$ cat src/inc/kpw_pkg.sv
// constants and types shared by the keypad line wakeup configuration block
`default_nettype none
package kpw_pkg;
  localparam int unsigned KPW_LINES   = 8;
  localparam int unsigned KPW_ADDR_W  = 8;
  localparam int unsigned KPW_DATA_W  = 8;

  // register offsets
  localparam logic [7:0] KPW_OFF_LEVEL_SELECT = 8'h9C;
  localparam logic [7:0] KPW_OFF_LINE_ENABLE  = 8'h9D;
  localparam logic [7:0] KPW_OFF_EVENT_FLAGS  = 8'h9E;
  localparam logic [7:0] KPW_OFF_FLAG_CLEAR   = 8'h9F;

  // reset values
  localparam logic [7:0] KPW_RST_LEVEL_SELECT = 8'h00;
  localparam logic [7:0] KPW_RST_LINE_ENABLE  = 8'h00;
  localparam logic [7:0] KPW_RST_EVENT_FLAGS  = 8'h00;
  localparam logic [7:0] KPW_RST_PINS         = 8'h00;
  localparam logic [7:0] KPW_READ_ZERO        = 8'h00;

  typedef struct packed {
    logic [KPW_ADDR_W-1:0] addr;
    logic [KPW_DATA_W-1:0] wdata;
    logic                  wr;
    logic                  rd;
  } kpw_bus_req_t;

  // per line: set where the pin shows its selected level (0 = low, 1 = high)
  function automatic logic [7:0] kpw_line_match(input logic [7:0] pins,
                                                input logic [7:0] level_sel);
    kpw_line_match = ~(pins ^ level_sel);
  endfunction
endpackage
`default_nettype wire

$ cat src/design/kpw_keypad_wakeup.sv
// keypad line event flags, level select, line enable and interrupt request
`timescale 1ns/1ps
`default_nettype none

module kpw_keypad_wakeup
  import kpw_pkg::*;
(
  input  wire logic         clk,
  input  wire logic         rst_n,
  input  wire kpw_bus_req_t bus_req,
  output var  logic [7:0]   rd_data,
  input  wire logic [7:0]   port_pins,
  output var  logic [7:0]   line_kbd_mode,
  output var  logic         irq
);

  logic [7:0] pin_meta;
  logic [7:0] pin_sync;
  logic [7:0] keypad_level_select;
  logic [7:0] keypad_line_enable;
  logic [7:0] keypad_event_flags;

  // pins are asynchronous to clk; only the second stage is looked at
  always_ff @(posedge clk or negedge rst_n) begin
    if (!rst_n) begin
      pin_meta <= KPW_RST_PINS;
      pin_sync <= KPW_RST_PINS;
    end else begin
      pin_meta <= port_pins;
      pin_sync <= pin_meta;
    end
  end

  // address decode
  wire        hit_level = bus_req.addr == KPW_OFF_LEVEL_SELECT;
  wire        hit_en    = bus_req.addr == KPW_OFF_LINE_ENABLE;
  wire        hit_flags = bus_req.addr == KPW_OFF_EVENT_FLAGS;
  wire        wr_level  = bus_req.wr && hit_level;
  wire        wr_en     = bus_req.wr && hit_en;
  wire        wr_clear  = bus_req.wr && (bus_req.addr == KPW_OFF_FLAG_CLEAR);

  wire [7:0] line_match = kpw_line_match(pin_sync, keypad_level_select);
  wire [7:0] clear_mask = wr_clear ? bus_req.wdata : KPW_READ_ZERO;
  // a match in the clearing cycle keeps its flag set
  wire [7:0] next_flags = (keypad_event_flags & ~clear_mask) | line_match;
  wire       next_irq   = |(keypad_event_flags & keypad_line_enable);

  // clear register and unmapped offsets read as zero (write-only clear); flag register reads back its flags
  wire [7:0] next_rd_data =
      !bus_req.rd ? KPW_READ_ZERO :
      hit_level   ? keypad_level_select :
      hit_en      ? keypad_line_enable :
      hit_flags   ? keypad_event_flags : KPW_READ_ZERO;

  always_ff @(posedge clk or negedge rst_n) begin
    if (!rst_n) begin
      keypad_level_select <= KPW_RST_LEVEL_SELECT;
      keypad_line_enable  <= KPW_RST_LINE_ENABLE;
    end else begin
      if (wr_level)
        keypad_level_select <= bus_req.wdata;
      if (wr_en)
        keypad_line_enable <= bus_req.wdata;
    end
  end

  always_ff @(posedge clk or negedge rst_n) begin
    if (!rst_n) begin
      keypad_event_flags <= KPW_RST_EVENT_FLAGS;
      irq                <= 1'b0;
      rd_data            <= KPW_READ_ZERO;
    end else begin
      keypad_event_flags <= next_flags;
      irq                <= next_irq;
      rd_data            <= next_rd_data;
    end
  end

  // tells the port drivers which lines act as keypad inputs
  assign line_kbd_mode = keypad_line_enable;
endmodule // kpw_keypad_wakeup
`default_nettype wire

$ cat config.mk
export PLATFORM = sky130hd
export DESIGN_NAME = kpw_keypad_wakeup
export DESIGN_NICKNAME = d
export VERILOG_FILES = /design/src/inc/kpw_pkg.sv /design/src/design/kpw_keypad_wakeup.sv
export SDC_FILE = /design/constraint.sdc
export NUM_CORES = 1
export LEC_CHECK = 0
export BUFFER_PORTS_ARGS = -buffer_cell sky130_fd_sc_hd__buf_2
export CORE_MARGIN = 3
export CORE_UTILIZATION = 52
export CTS_CLUSTER_SIZE = 12
export DETAILED_ROUTE_END_ITERATION = 8
export GPL_TIMING_DRIVEN = 0
export HOLD_SLACK_MARGIN = 0.08
export PLACE_DENSITY = 0.83
export SETUP_SLACK_MARGIN = 0.15
export SYNTH_ARGS = -nofsm -noshare
export SYNTH_HDL_FRONTEND = slang
export SYNTH_SLANG_ARGS = --single-unit
$ cat constraint.sdc
create_clock -name clk -period 1.35 [get_ports clk]
set_clock_uncertainty 0.15 [all_clocks]
set_input_delay 0.0675 -clock clk [delete_from_list [all_inputs] [get_ports clk]]
set_output_delay 0.0675 -clock clk [all_outputs]
set_load 0.005 [all_outputs]
==> results of run 1 <==
-- power groups by stage --
stage	Sequential, mW	Clock (mW)	Combinational, mW
5_1_grt	1.56	0.912	0.294
3_5_place_dp	1.59	0	0.226
4_1_cts	1.56	0.838	0.264
3_3_place_gp	1.58	0	0.216
2_1_floorplan	1.58	0	0.108
6_report	1.56	0.819	0.268
-- critical path: stages (launching register included) --
cell,delay (ps)
dfrtp_1,390
mux2i_1,90
or2_2,280
a21oi_1,150
-- cell families after synthesis --
logic type	Yosys count	synth area share
compound gates	20	0.0673
xor+xnor	8	0.0362
buf+inv	6	0.0220
flops	49	0.634
mux	24	0.135
simple gates	33	0.106
-- repair_timing --
item | in CTS | in global routing
resized for setup | 0 | 2
endpoints found under the setup margin | 0 | 9
setup buffers | 0 | 1
hold endpoints to repair | 83 | 57
hold buffers | 17 | 2
-- registers in the layout (all words and copies together) (netlist names) --
name                 count
irq                      1
keypad_event_flags       8
keypad_level_select      8
line_kbd_mode            8
pin_meta                 8
pin_sync                 8
rd_data                  8
-- worst max-delay path by stage --
stage	cells past startpoint	startpoint	to	slack [ps]
3_5_place_dp	5	bus_req[15]	rd_data[3]	-150
4_1_cts	5	bus_req[15]	rd_data[3]	170
3_3_place_gp	5	bus_req[16]	rd_data[1]	-150
5_1_grt	3	keypad_level_select[7]	rd_data[7]	170
6_report	3	keypad_level_select[7]	rd_data[7]	220
2_1_floorplan	4	bus_req[16]	keypad_level_select[0]	170
-- metal layers --
metal | share of wire | up-vias | track usage | wire length, um
met5 | 0 | - | 0 | 0
met4 | 0.018 | 0 | 0.0987 | 71
met2 | 0.52 | 46 | 0.334 | 2100
met1 | 0.39 | 650 | 0.246 | 1590
met3 | 0.072 | 5 | 0.0607 | 293
li1 | - | 636 | - | -
-- layout make-up --
type,count,share of cell area
Multi-Input combinational cell,85,0.267
Buffer,6,0.0175
Sequential cell,49,0.491
Tap cell,46,0.0231
Timing Repair Buffer,64,0.167
Clock inverter,2,0.00401
Clock buffer,6,0.0291
Antenna cell,1,0.00100
-- cells in the final DEF, fill, tap and decap left out, types with 4 or more instances in the layout --
master,netlist,layout
a21o_1,8,8
a21oi_1,8,8
a22oi_1,4,4
buf_2,2,46
clkbuf_8,1,6
dfrtp_1,49,49
dlygate4sd3_1,0,19
mux2_2,16,16
mux2i_1,8,8
nand2_1,8,8
nand4_1,10,10
or2_2,8,8
xnor2_1,8,8
==> results.sh, run 1 <==
export IMPL_first_iter_violations=131
export IMPL_syn_nets=168
export IMPL_hpwlAfterDp_um=2620
export IMPL_synthTopCellsByArea="dfrtp_1 (63%), mux2_2 (9.3%), mux2i_1 (4.1%)"
export IMPL_reg2reg_setup_slack_ps=220
export IMPL_cts_made_buffers=5
export IMPL_wl_um=4060
export IMPL_hold_path_class="input pin to asynchronous set/reset pin"
export IMPL_reg2regPathDepth=3
export IMPL_switching_share=0.232
export IMPL_fin_crit_sh=0.839
export IMPL_setup_viol=0
export IMPL_htreeDepth=2
export IMPL_peakVddDrop_uv=852
export IMPL_multi_input_area_um2=666
export IMPL_synth_main_ff_cell="dfrtp_1"
export IMPL_portBuffers=44
export IMPL_drive_above_1_share=0.401
export IMPL_clkTransAtPathRegs_ps=90
export IMPL_yosysWarningCount=0
export IMPL_yosysTopAreaCell="dfrtp_1"
export IMPL_clk_root_buffer_cell="clkbuf_8"
export IMPL_max_cap_viol_count=0
export IMPL_placed_cell_area_um2=2210
export IMPL_syn_avg_cell_area_um2=13.8
export IMPL_slew_viol_final=0
export IMPL_start_kind="flop"
export IMPL_post_route_util=0.720
export IMPL_pwr_density_cell_nw_per_um2=1060
export IMPL_syn_inst=140
export IMPL_final_nets=239
export IMPL_die_x_um=67.0
export IMPL_gp_congestion=0.778
export IMPL_antenna_found_initial=0
export IMPL_antenna_left=0
export IMPL_cp_max_fo=3
export IMPL_regArea_um2=1230
export IMPL_clock_path_buffers=2
export IMPL_seq_power_share=0.589
export IMPL_clkLatencyLatePin_ps=300
export IMPL_design_area_um2=2500
export IMPL_r2r_end="rd_data[7]"
export IMPL_synth_most_common_cell="dfrtp_1"
export IMPL_max_clock_freq_mhz=882
export IMPL_cp_required_ps=1420
export IMPL_hold_viol=49
export IMPL_grt_pass1_wl_um=6470
export IMPL_p_total_mw=2.64
export IMPL_dp_cells=230
export IMPL_crit_path_end_kind="flop"
export IMPL_violations="negative hold slack"
export IMPL_seq_area_frac_synth=0.634
export IMPL_drtPass1Iterations=4
export IMPL_setup_tns_ps=0
export IMPL_outcome="complete, but fails checks"
export IMPL_synth_edf_count=0
export IMPL_async_reset_ff_frac=1.00
export IMPL_power_frac_comb=0.101
export IMPL_vias_per_cell=5.16
export IMPL_cts_num_sinks=49
export IMPL_area_growth_pct=29.0
export IMPL_grt_use_total=0.204
export IMPL_crit_arrival_ps=1210
export IMPL_dr_total_vias=1337
export IMPL_finalNonFillerCells=259
export IMPL_first_global_vias=1385
export IMPL_leakage_nw=1.19
export IMPL_drc=0
export IMPL_reg2reg_from="keypad_level_select[7]"
export IMPL_die_height_um=67.0
export IMPL_num_rows=21
export IMPL_grt_overflow=0
export IMPL_grt_start_max_net_pins=50
export IMPL_die_area_um2=4490
export IMPL_post_route_worst_setup_slack_ps=217
export IMPL_ys_types=21
export IMPL_ys_ff_latch=49
export IMPL_pre_cts_slack_ps=-150
export IMPL_cts_tree="yes"
export IMPL_wl_per_cell_um=15.7
export IMPL_rsz0062_at_grt="no"
export IMPL_p_switching_mw=0.613
export IMPL_clock_power_share=0.310
export IMPL_fillers=258
export IMPL_syn_area_um2=1930
export IMPL_setup_worst_path_class="flop to flop"
export IMPL_ios=45
export IMPL_synth_top_area_frac=0.634
export IMPL_worst_pin_slew_ps=1040
export IMPL_synth_top_cells_by_count="dfrtp_1 (49), mux2_2 (16), nand4_1 (10)"
export IMPL_slew_headroom=0.309
export IMPL_core_area_um2=3470
export IMPL_fin_crit_ps=1130
export IMPL_worst_hold_slack_ps=-207
export IMPL_internal_power_mw=2.03
export IMPL_start_util=0.558
No activity file was read; power rests on OpenSTA's default activity.
==> run 2: changes to the inputs <==
--- a/config.mk
+++ b/config.mk
@@ -7,12 +7,12 @@
 export LEC_CHECK = 0
 export BUFFER_PORTS_ARGS = -buffer_cell sky130_fd_sc_hd__buf_2
 export CORE_MARGIN = 3
-export CORE_UTILIZATION = 52
+export CORE_UTILIZATION = 47
 export CTS_CLUSTER_SIZE = 12
 export DETAILED_ROUTE_END_ITERATION = 8
 export GPL_TIMING_DRIVEN = 0
 export HOLD_SLACK_MARGIN = 0.08
-export PLACE_DENSITY = 0.83
+export PLACE_DENSITY = 0.8
 export SETUP_SLACK_MARGIN = 0.15
 export SYNTH_ARGS = -nofsm -noshare
 export SYNTH_HDL_FRONTEND = slang
==> constraint.sdc (replaced) <==
create_clock -name clk -period 0.93 [get_ports clk]
set_clock_uncertainty 0.15 [all_clocks]
set_input_delay 0.0465 -clock clk [delete_from_list [all_inputs] [get_ports clk]]
set_output_delay 0.0465 -clock clk [all_outputs]
set_load 0.005 [all_outputs]
==> results.sh, run 2 (synthesis gave the netlist of run 1 again) <==
export IMPL_die_x_um=70.2
export IMPL_cp_required_ps=730
export IMPL_insertedDiodeCount=0
export IMPL_cts_tree="yes"
export IMPL_design_area_um2=2640
export IMPL_dr_total_vias=1382
export IMPL_grt_start_max_net_pins=50
export IMPL_wl_um=4240
export IMPL_start_kind="flop"
export IMPL_vias_per_cell=5.32
export IMPL_clk_root_buffer_cell="clkbuf_8"
export IMPL_fin_crit_ps=1060
export IMPL_setup_tns_ps=-4340
export IMPL_leakage_nw=1.24
export IMPL_htreeDepth=2
export IMPL_drtPass1Iterations=4
export IMPL_core_area_um2=3800
export IMPL_clkTransAtPathRegs_ps=90
export IMPL_hpwlAfterDp_um=2670
export IMPL_first_iter_violations=49
export IMPL_antenna_left=0
export IMPL_post_route_worst_setup_slack_ps=-125
export IMPL_antenna_found_initial=0
export IMPL_violations="negative hold slack, negative setup slack"
export IMPL_setup_viol=50
export IMPL_final_cell_mix="dfrtp_1 (49), buf_2 (42), mux2_2 (14)"
export IMPL_max_clock_freq_mhz=948
export IMPL_path_cells="buf_2"
export IMPL_ios=45
export IMPL_placed_cell_area_um2=2220
export IMPL_cts_hold_buf=8
export IMPL_max_cap_viol_count=0
export IMPL_cts_made_buffers=5
export IMPL_pre_cts_slack_ps=-557
export IMPL_cp_top_family="flip-flops"
export IMPL_rsz0062_at_grt="yes"
export IMPL_clkLatencyLatePin_ps=300
export IMPL_worst_pin_slew_ps=590
export IMPL_pwr_density_cell_nw_per_um2=1530
export IMPL_area_growth_pct=36.2
export IMPL_setup_worst_path_class="flop to output port"
export IMPL_drive_above_1_share=0.514
export IMPL_hold_path_class="input pin to asynchronous set/reset pin"
export IMPL_slew_viol_final=0
export IMPL_start_util=0.509
export IMPL_peakVddDrop_uv=1110
export IMPL_slew_headroom=0.606
export IMPL_crit_path_end_kind="output port"
export IMPL_final_nets=239
export IMPL_cp_max_fo=4
export IMPL_outcome="complete, but fails checks"
export IMPL_fin_crit_sh=1.13
export IMPL_grt_pass1_wl_um=7200
export IMPL_critPathSlowestCell="dfrtp_1"
export IMPL_cts_num_sinks=49
export IMPL_drc=0
export IMPL_crit_arrival_ps=860
export IMPL_portBuffers=44
export IMPL_gp_congestion=0.787
export IMPL_final_common_cell="dfrtp_1"
export IMPL_die_area_um2=4920
export IMPL_worst_hold_slack_ps=-413
export IMPL_grt_overflow=0
export IMPL_first_global_vias=1498
export IMPL_num_rows=22
export IMPL_die_height_um=70.2
export IMPL_max_stage_delay_ps=430
export IMPL_clock_path_buffers=2
export IMPL_crit_buf_inv=1
export IMPL_wl_per_cell_um=16.3
export IMPL_hold_viol=73
export IMPL_grt_use_total=0.186
-- run 2: cell types whose count changed in the layout (fill, tap and decap cells not counted), sizes merged --
cell         delta
buf            +11
diode           -1
clkbuf          +1
clkinv          -1
dlygate4sd3    -11
-- run 2: path summary, 6_finish.rpt --
kind,from,endpoint,slack [ps],depth (start not counted)
min reg2reg,pin_meta[5],pin_sync[5],200,0
min,rst_n,rd_data[0],-410,1
max reg2reg,keypad_event_flags[1],rd_data[1],-120,3
max in group asynchronous,rst_n,keypad_level_select[7],620,1
min in group clk,bus_req[2],line_kbd_mode[0],-140,2
max,line_kbd_mode[3],line_kbd_mode[3],-130,1
-- run 2: per-stage QoR --
stage | utilization | power (mW) | hold WS [ps] | instances
after floorplan | - | 2.45 | -399 | 140
after global placement | 0.584 | 2.61 | 4.64 | 232
after detailed placement | 0.584 | 2.63 | 5.81 | 232
after CTS | 0.675 | 4.03 | -381 | 257
after global routing | 0.694 | 4.21 | -357 | 260
final | 0.694 | 4.02 | -413 | 260
-- run 2: timing repair --
action / 4_1_cts / 5_1_grt
resized for setup: 25 / 10
endpoints found under the hold margin: 89 / 81
buffers inserted: 9 / 3
setup endpoints to repair: 94 / 50
pin swaps: 14 / 12
-- run 2: layout make-up --
cell class / instances / area, um2
timing repair buffer: 64 / 437
clock inverter: 1 / 5.00
clock buffer: 7 / 96.3
multi-input combinational: 85 / 753
buffer: 6 / 57.6
sequential: 49 / 1230
fill: 268 / 1160
tap: 48 / 60.1
-- run 2: routing by layer --
metal  wire length [um]  vias up  track usage
met1               1780      702        0.238
met2               2190       45        0.315
met3                245        4       0.0504
met5                  0        -            0
li1                   -      631            -
met4                 19        0       0.0426
-- run 2: power by group --
group / total, mW / switching (mW) / internal (mW)
logic: 0.434 / 0.190 / 0.244
clock network: 1.33 / 0.656 / 0.672
registers: 2.26 / 0.0492 / 2.21
==> run 3: changes to the inputs <==
--- a/config.mk
+++ b/config.mk
@@ -14,6 +14,9 @@
 export HOLD_SLACK_MARGIN = 0.08
 export PLACE_DENSITY = 0.8
 export SETUP_SLACK_MARGIN = 0.15
+export SKIP_LAST_GASP = 1
+export SLEW_MARGIN = 0
 export SYNTH_ARGS = -nofsm -noshare
 export SYNTH_HDL_FRONTEND = slang
 export SYNTH_SLANG_ARGS = --single-unit
+export TNS_END_PERCENT = 30
==> results.sh, run 3 (synthesis gave the netlist of run 1 again) <==
export IMPL_power_frac_comb=0.111
export IMPL_setup_worst_path_class="flop to flop"
export IMPL_cts_made_buffers=5
export IMPL_die_area_um2=4920
export IMPL_die_height_um=70.2
export IMPL_core_area_um2=3800
export IMPL_placed_cell_area_um2=2210
export IMPL_p_switching_mw=0.907
export IMPL_reg2reg_setup_slack_ps=-150
export IMPL_rsz0062_at_grt="yes"
export IMPL_worst_pin_slew_ps=1060
export IMPL_clock_power_share=0.317
export IMPL_post_route_worst_setup_slack_ps=-147
export IMPL_dp_cells=232
export IMPL_critical_path_startpoint="keypad_event_flags[4]"
export IMPL_ios=45
export IMPL_reg2regPathDepth=3
export IMPL_wl_um=4400
export IMPL_grt_start_max_net_pins=50
export IMPL_clkTransAtPathRegs_ps=90
export IMPL_htreeDepth=2
export IMPL_crit_buf_inv=0
export IMPL_final_cell_mix="dfrtp_1 (49), buf_2 (43), mux2_2 (13)"
export IMPL_path_cells="mux2i_1, or2_4, a21oi_2"
export IMPL_clkLatencyLatePin_ps=300
export IMPL_drive_above_1_share=0.512
export IMPL_fillers=265
export IMPL_fin_crit_sh=1.16
export IMPL_clk_root_buffer_cell="clkbuf_8"
export IMPL_clock_path_buffers=2
export IMPL_final_nets=243
export IMPL_hpwlAfterDp_um=2720
export IMPL_design_area_um2=2640
export IMPL_cts_hold_buf=8
export IMPL_violations="negative hold slack, negative setup slack"
export IMPL_post_route_util=0.694
export IMPL_seq_power_share=0.572
export IMPL_max_clock_freq_mhz=929
export IMPL_wl_per_cell_um=16.7
export IMPL_num_rows=22
export IMPL_start_util=0.509
export IMPL_path_depth=3
export IMPL_fin_crit_ps=1080
export IMPL_cts_tree="yes"
export IMPL_worst_hold_slack_ps=-219
export IMPL_cts_num_sinks=49
export IMPL_internal_power_mw=3.05
export IMPL_setup_viol=50
export IMPL_max_cap_viol_count=0
export IMPL_vias_per_cell=5.28
export IMPL_slew_viol_final=0
export IMPL_leakage_nw=1.25
export IMPL_grt_pass1_wl_um=7220
export IMPL_slew_headroom=0.292
export IMPL_cp_endpoint="rd_data[4]"
export IMPL_peakVddDrop_uv=1050
export IMPL_first_iter_violations=95
export IMPL_cp_required_ps=1000
export IMPL_antenna_left=0
export IMPL_grt_use_total=0.191
export IMPL_final_common_cell="dfrtp_1"
export IMPL_insertedDiodeCount=0
export IMPL_hold_viol=73
export IMPL_finalNonFillerCells=263
export IMPL_dr_total_vias=1389
export IMPL_regArea_um2=1230
export IMPL_area_growth_pct=36.3
export IMPL_portBuffers=44
export IMPL_hold_path_class="input pin to asynchronous set/reset pin"
export IMPL_reg2reg_from="keypad_event_flags[4]"
export IMPL_critPathSlowestCell="dfrtp_1"
export IMPL_crit_path_end_kind="flop"
export IMPL_start_kind="flop"
export IMPL_die_x_um=70.2
export IMPL_setup_tns_ps=-4730
export IMPL_pwr_density_cell_nw_per_um2=1500
export IMPL_drtPass1Iterations=4
export IMPL_cp_max_fo=3
export IMPL_multi_input_area_um2=754
export IMPL_cp_top_family="flip-flops"
export IMPL_switching_share=0.229
export IMPL_outcome="complete, but fails checks"
export IMPL_drc=0
export IMPL_max_stage_delay_ps=390
export IMPL_r2r_end="rd_data[4]"
export IMPL_gp_congestion=0.811
export IMPL_grt_overflow=0
export IMPL_antenna_found_initial=0
export IMPL_first_global_vias=1558
export IMPL_crit_arrival_ps=1150
run 3: changes by cell type in the layout (fill, tap and decap cells not counted), sizes merged:
cell / previous run / this run
clkinv: 1 / 0
clkbuf: 9 / 8
buf: 60 / 65
run 3: how the worst min path moves through the flow:
stage	startpoint	endpoint	slack, ps
2_1_floorplan	rst_n	irq	-400
3_3_place_gp	port_pins[0]	pin_meta[0]	4
3_5_place_dp	port_pins[2]	pin_meta[2]	6
4_1_cts	rst_n	pin_sync[6]	-180
5_1_grt	bus_req[8]	keypad_level_select[6]	-150
6_report	rst_n	pin_sync[6]	-220
run 3: cell type report:
| type | count | area share |
|---|---|---|
| flip-flops and latches | 49 | 0.465 |
| multi-input cells | 85 | 0.286 |
| repair buffers | 68 | 0.173 |
| clock buffers | 7 | 0.0327 |
| well taps | 48 | 0.0228 |
| plain buffers | 6 | 0.0204 |
run 3: power by group through the flow:
stage	Combinational (mW)	Clock, mW	Sequential (mW)
2_1_floorplan	0.157	0	2.29
3_3_place_gp	0.315	0	2.30
3_5_place_dp	0.327	0	2.30
4_1_cts	0.431	1.26	2.26
5_1_grt	0.477	1.36	2.27
6_report	0.439	1.25	2.26
run 3: metrics by stage:
stage	power (mW)	setup slack (ps)
after floorplan	2.45	-231
after global placement	2.61	-553
after detailed placement	2.63	-599
after CTS	3.95	-138
after global routing	4.11	-194
final	3.95	-147
run 3: what timing repair did:
| item | 4_1_cts | 5_1_grt |
|---|---|---|
| gates resized for setup | 32 | 4 |
| setup endpoints to repair | 99 | 99 |
| pin swaps | 13 | 9 |
| setup buffers | 15 | 1 |
| cloned | 0 | 0 |
| hold endpoints to repair | 89 | 77 |
run 3: layer usage:
metal / part of all wire / global-route usage / up-vias
li1: - / - / 640
met1: 0.39 / 0.207 / 703
met2: 0.54 / 0.345 / 37
met3: 0.053 / 0.0532 / 9
met4: 0.016 / 0.0830 / 0
met5: 0 / 0 / -
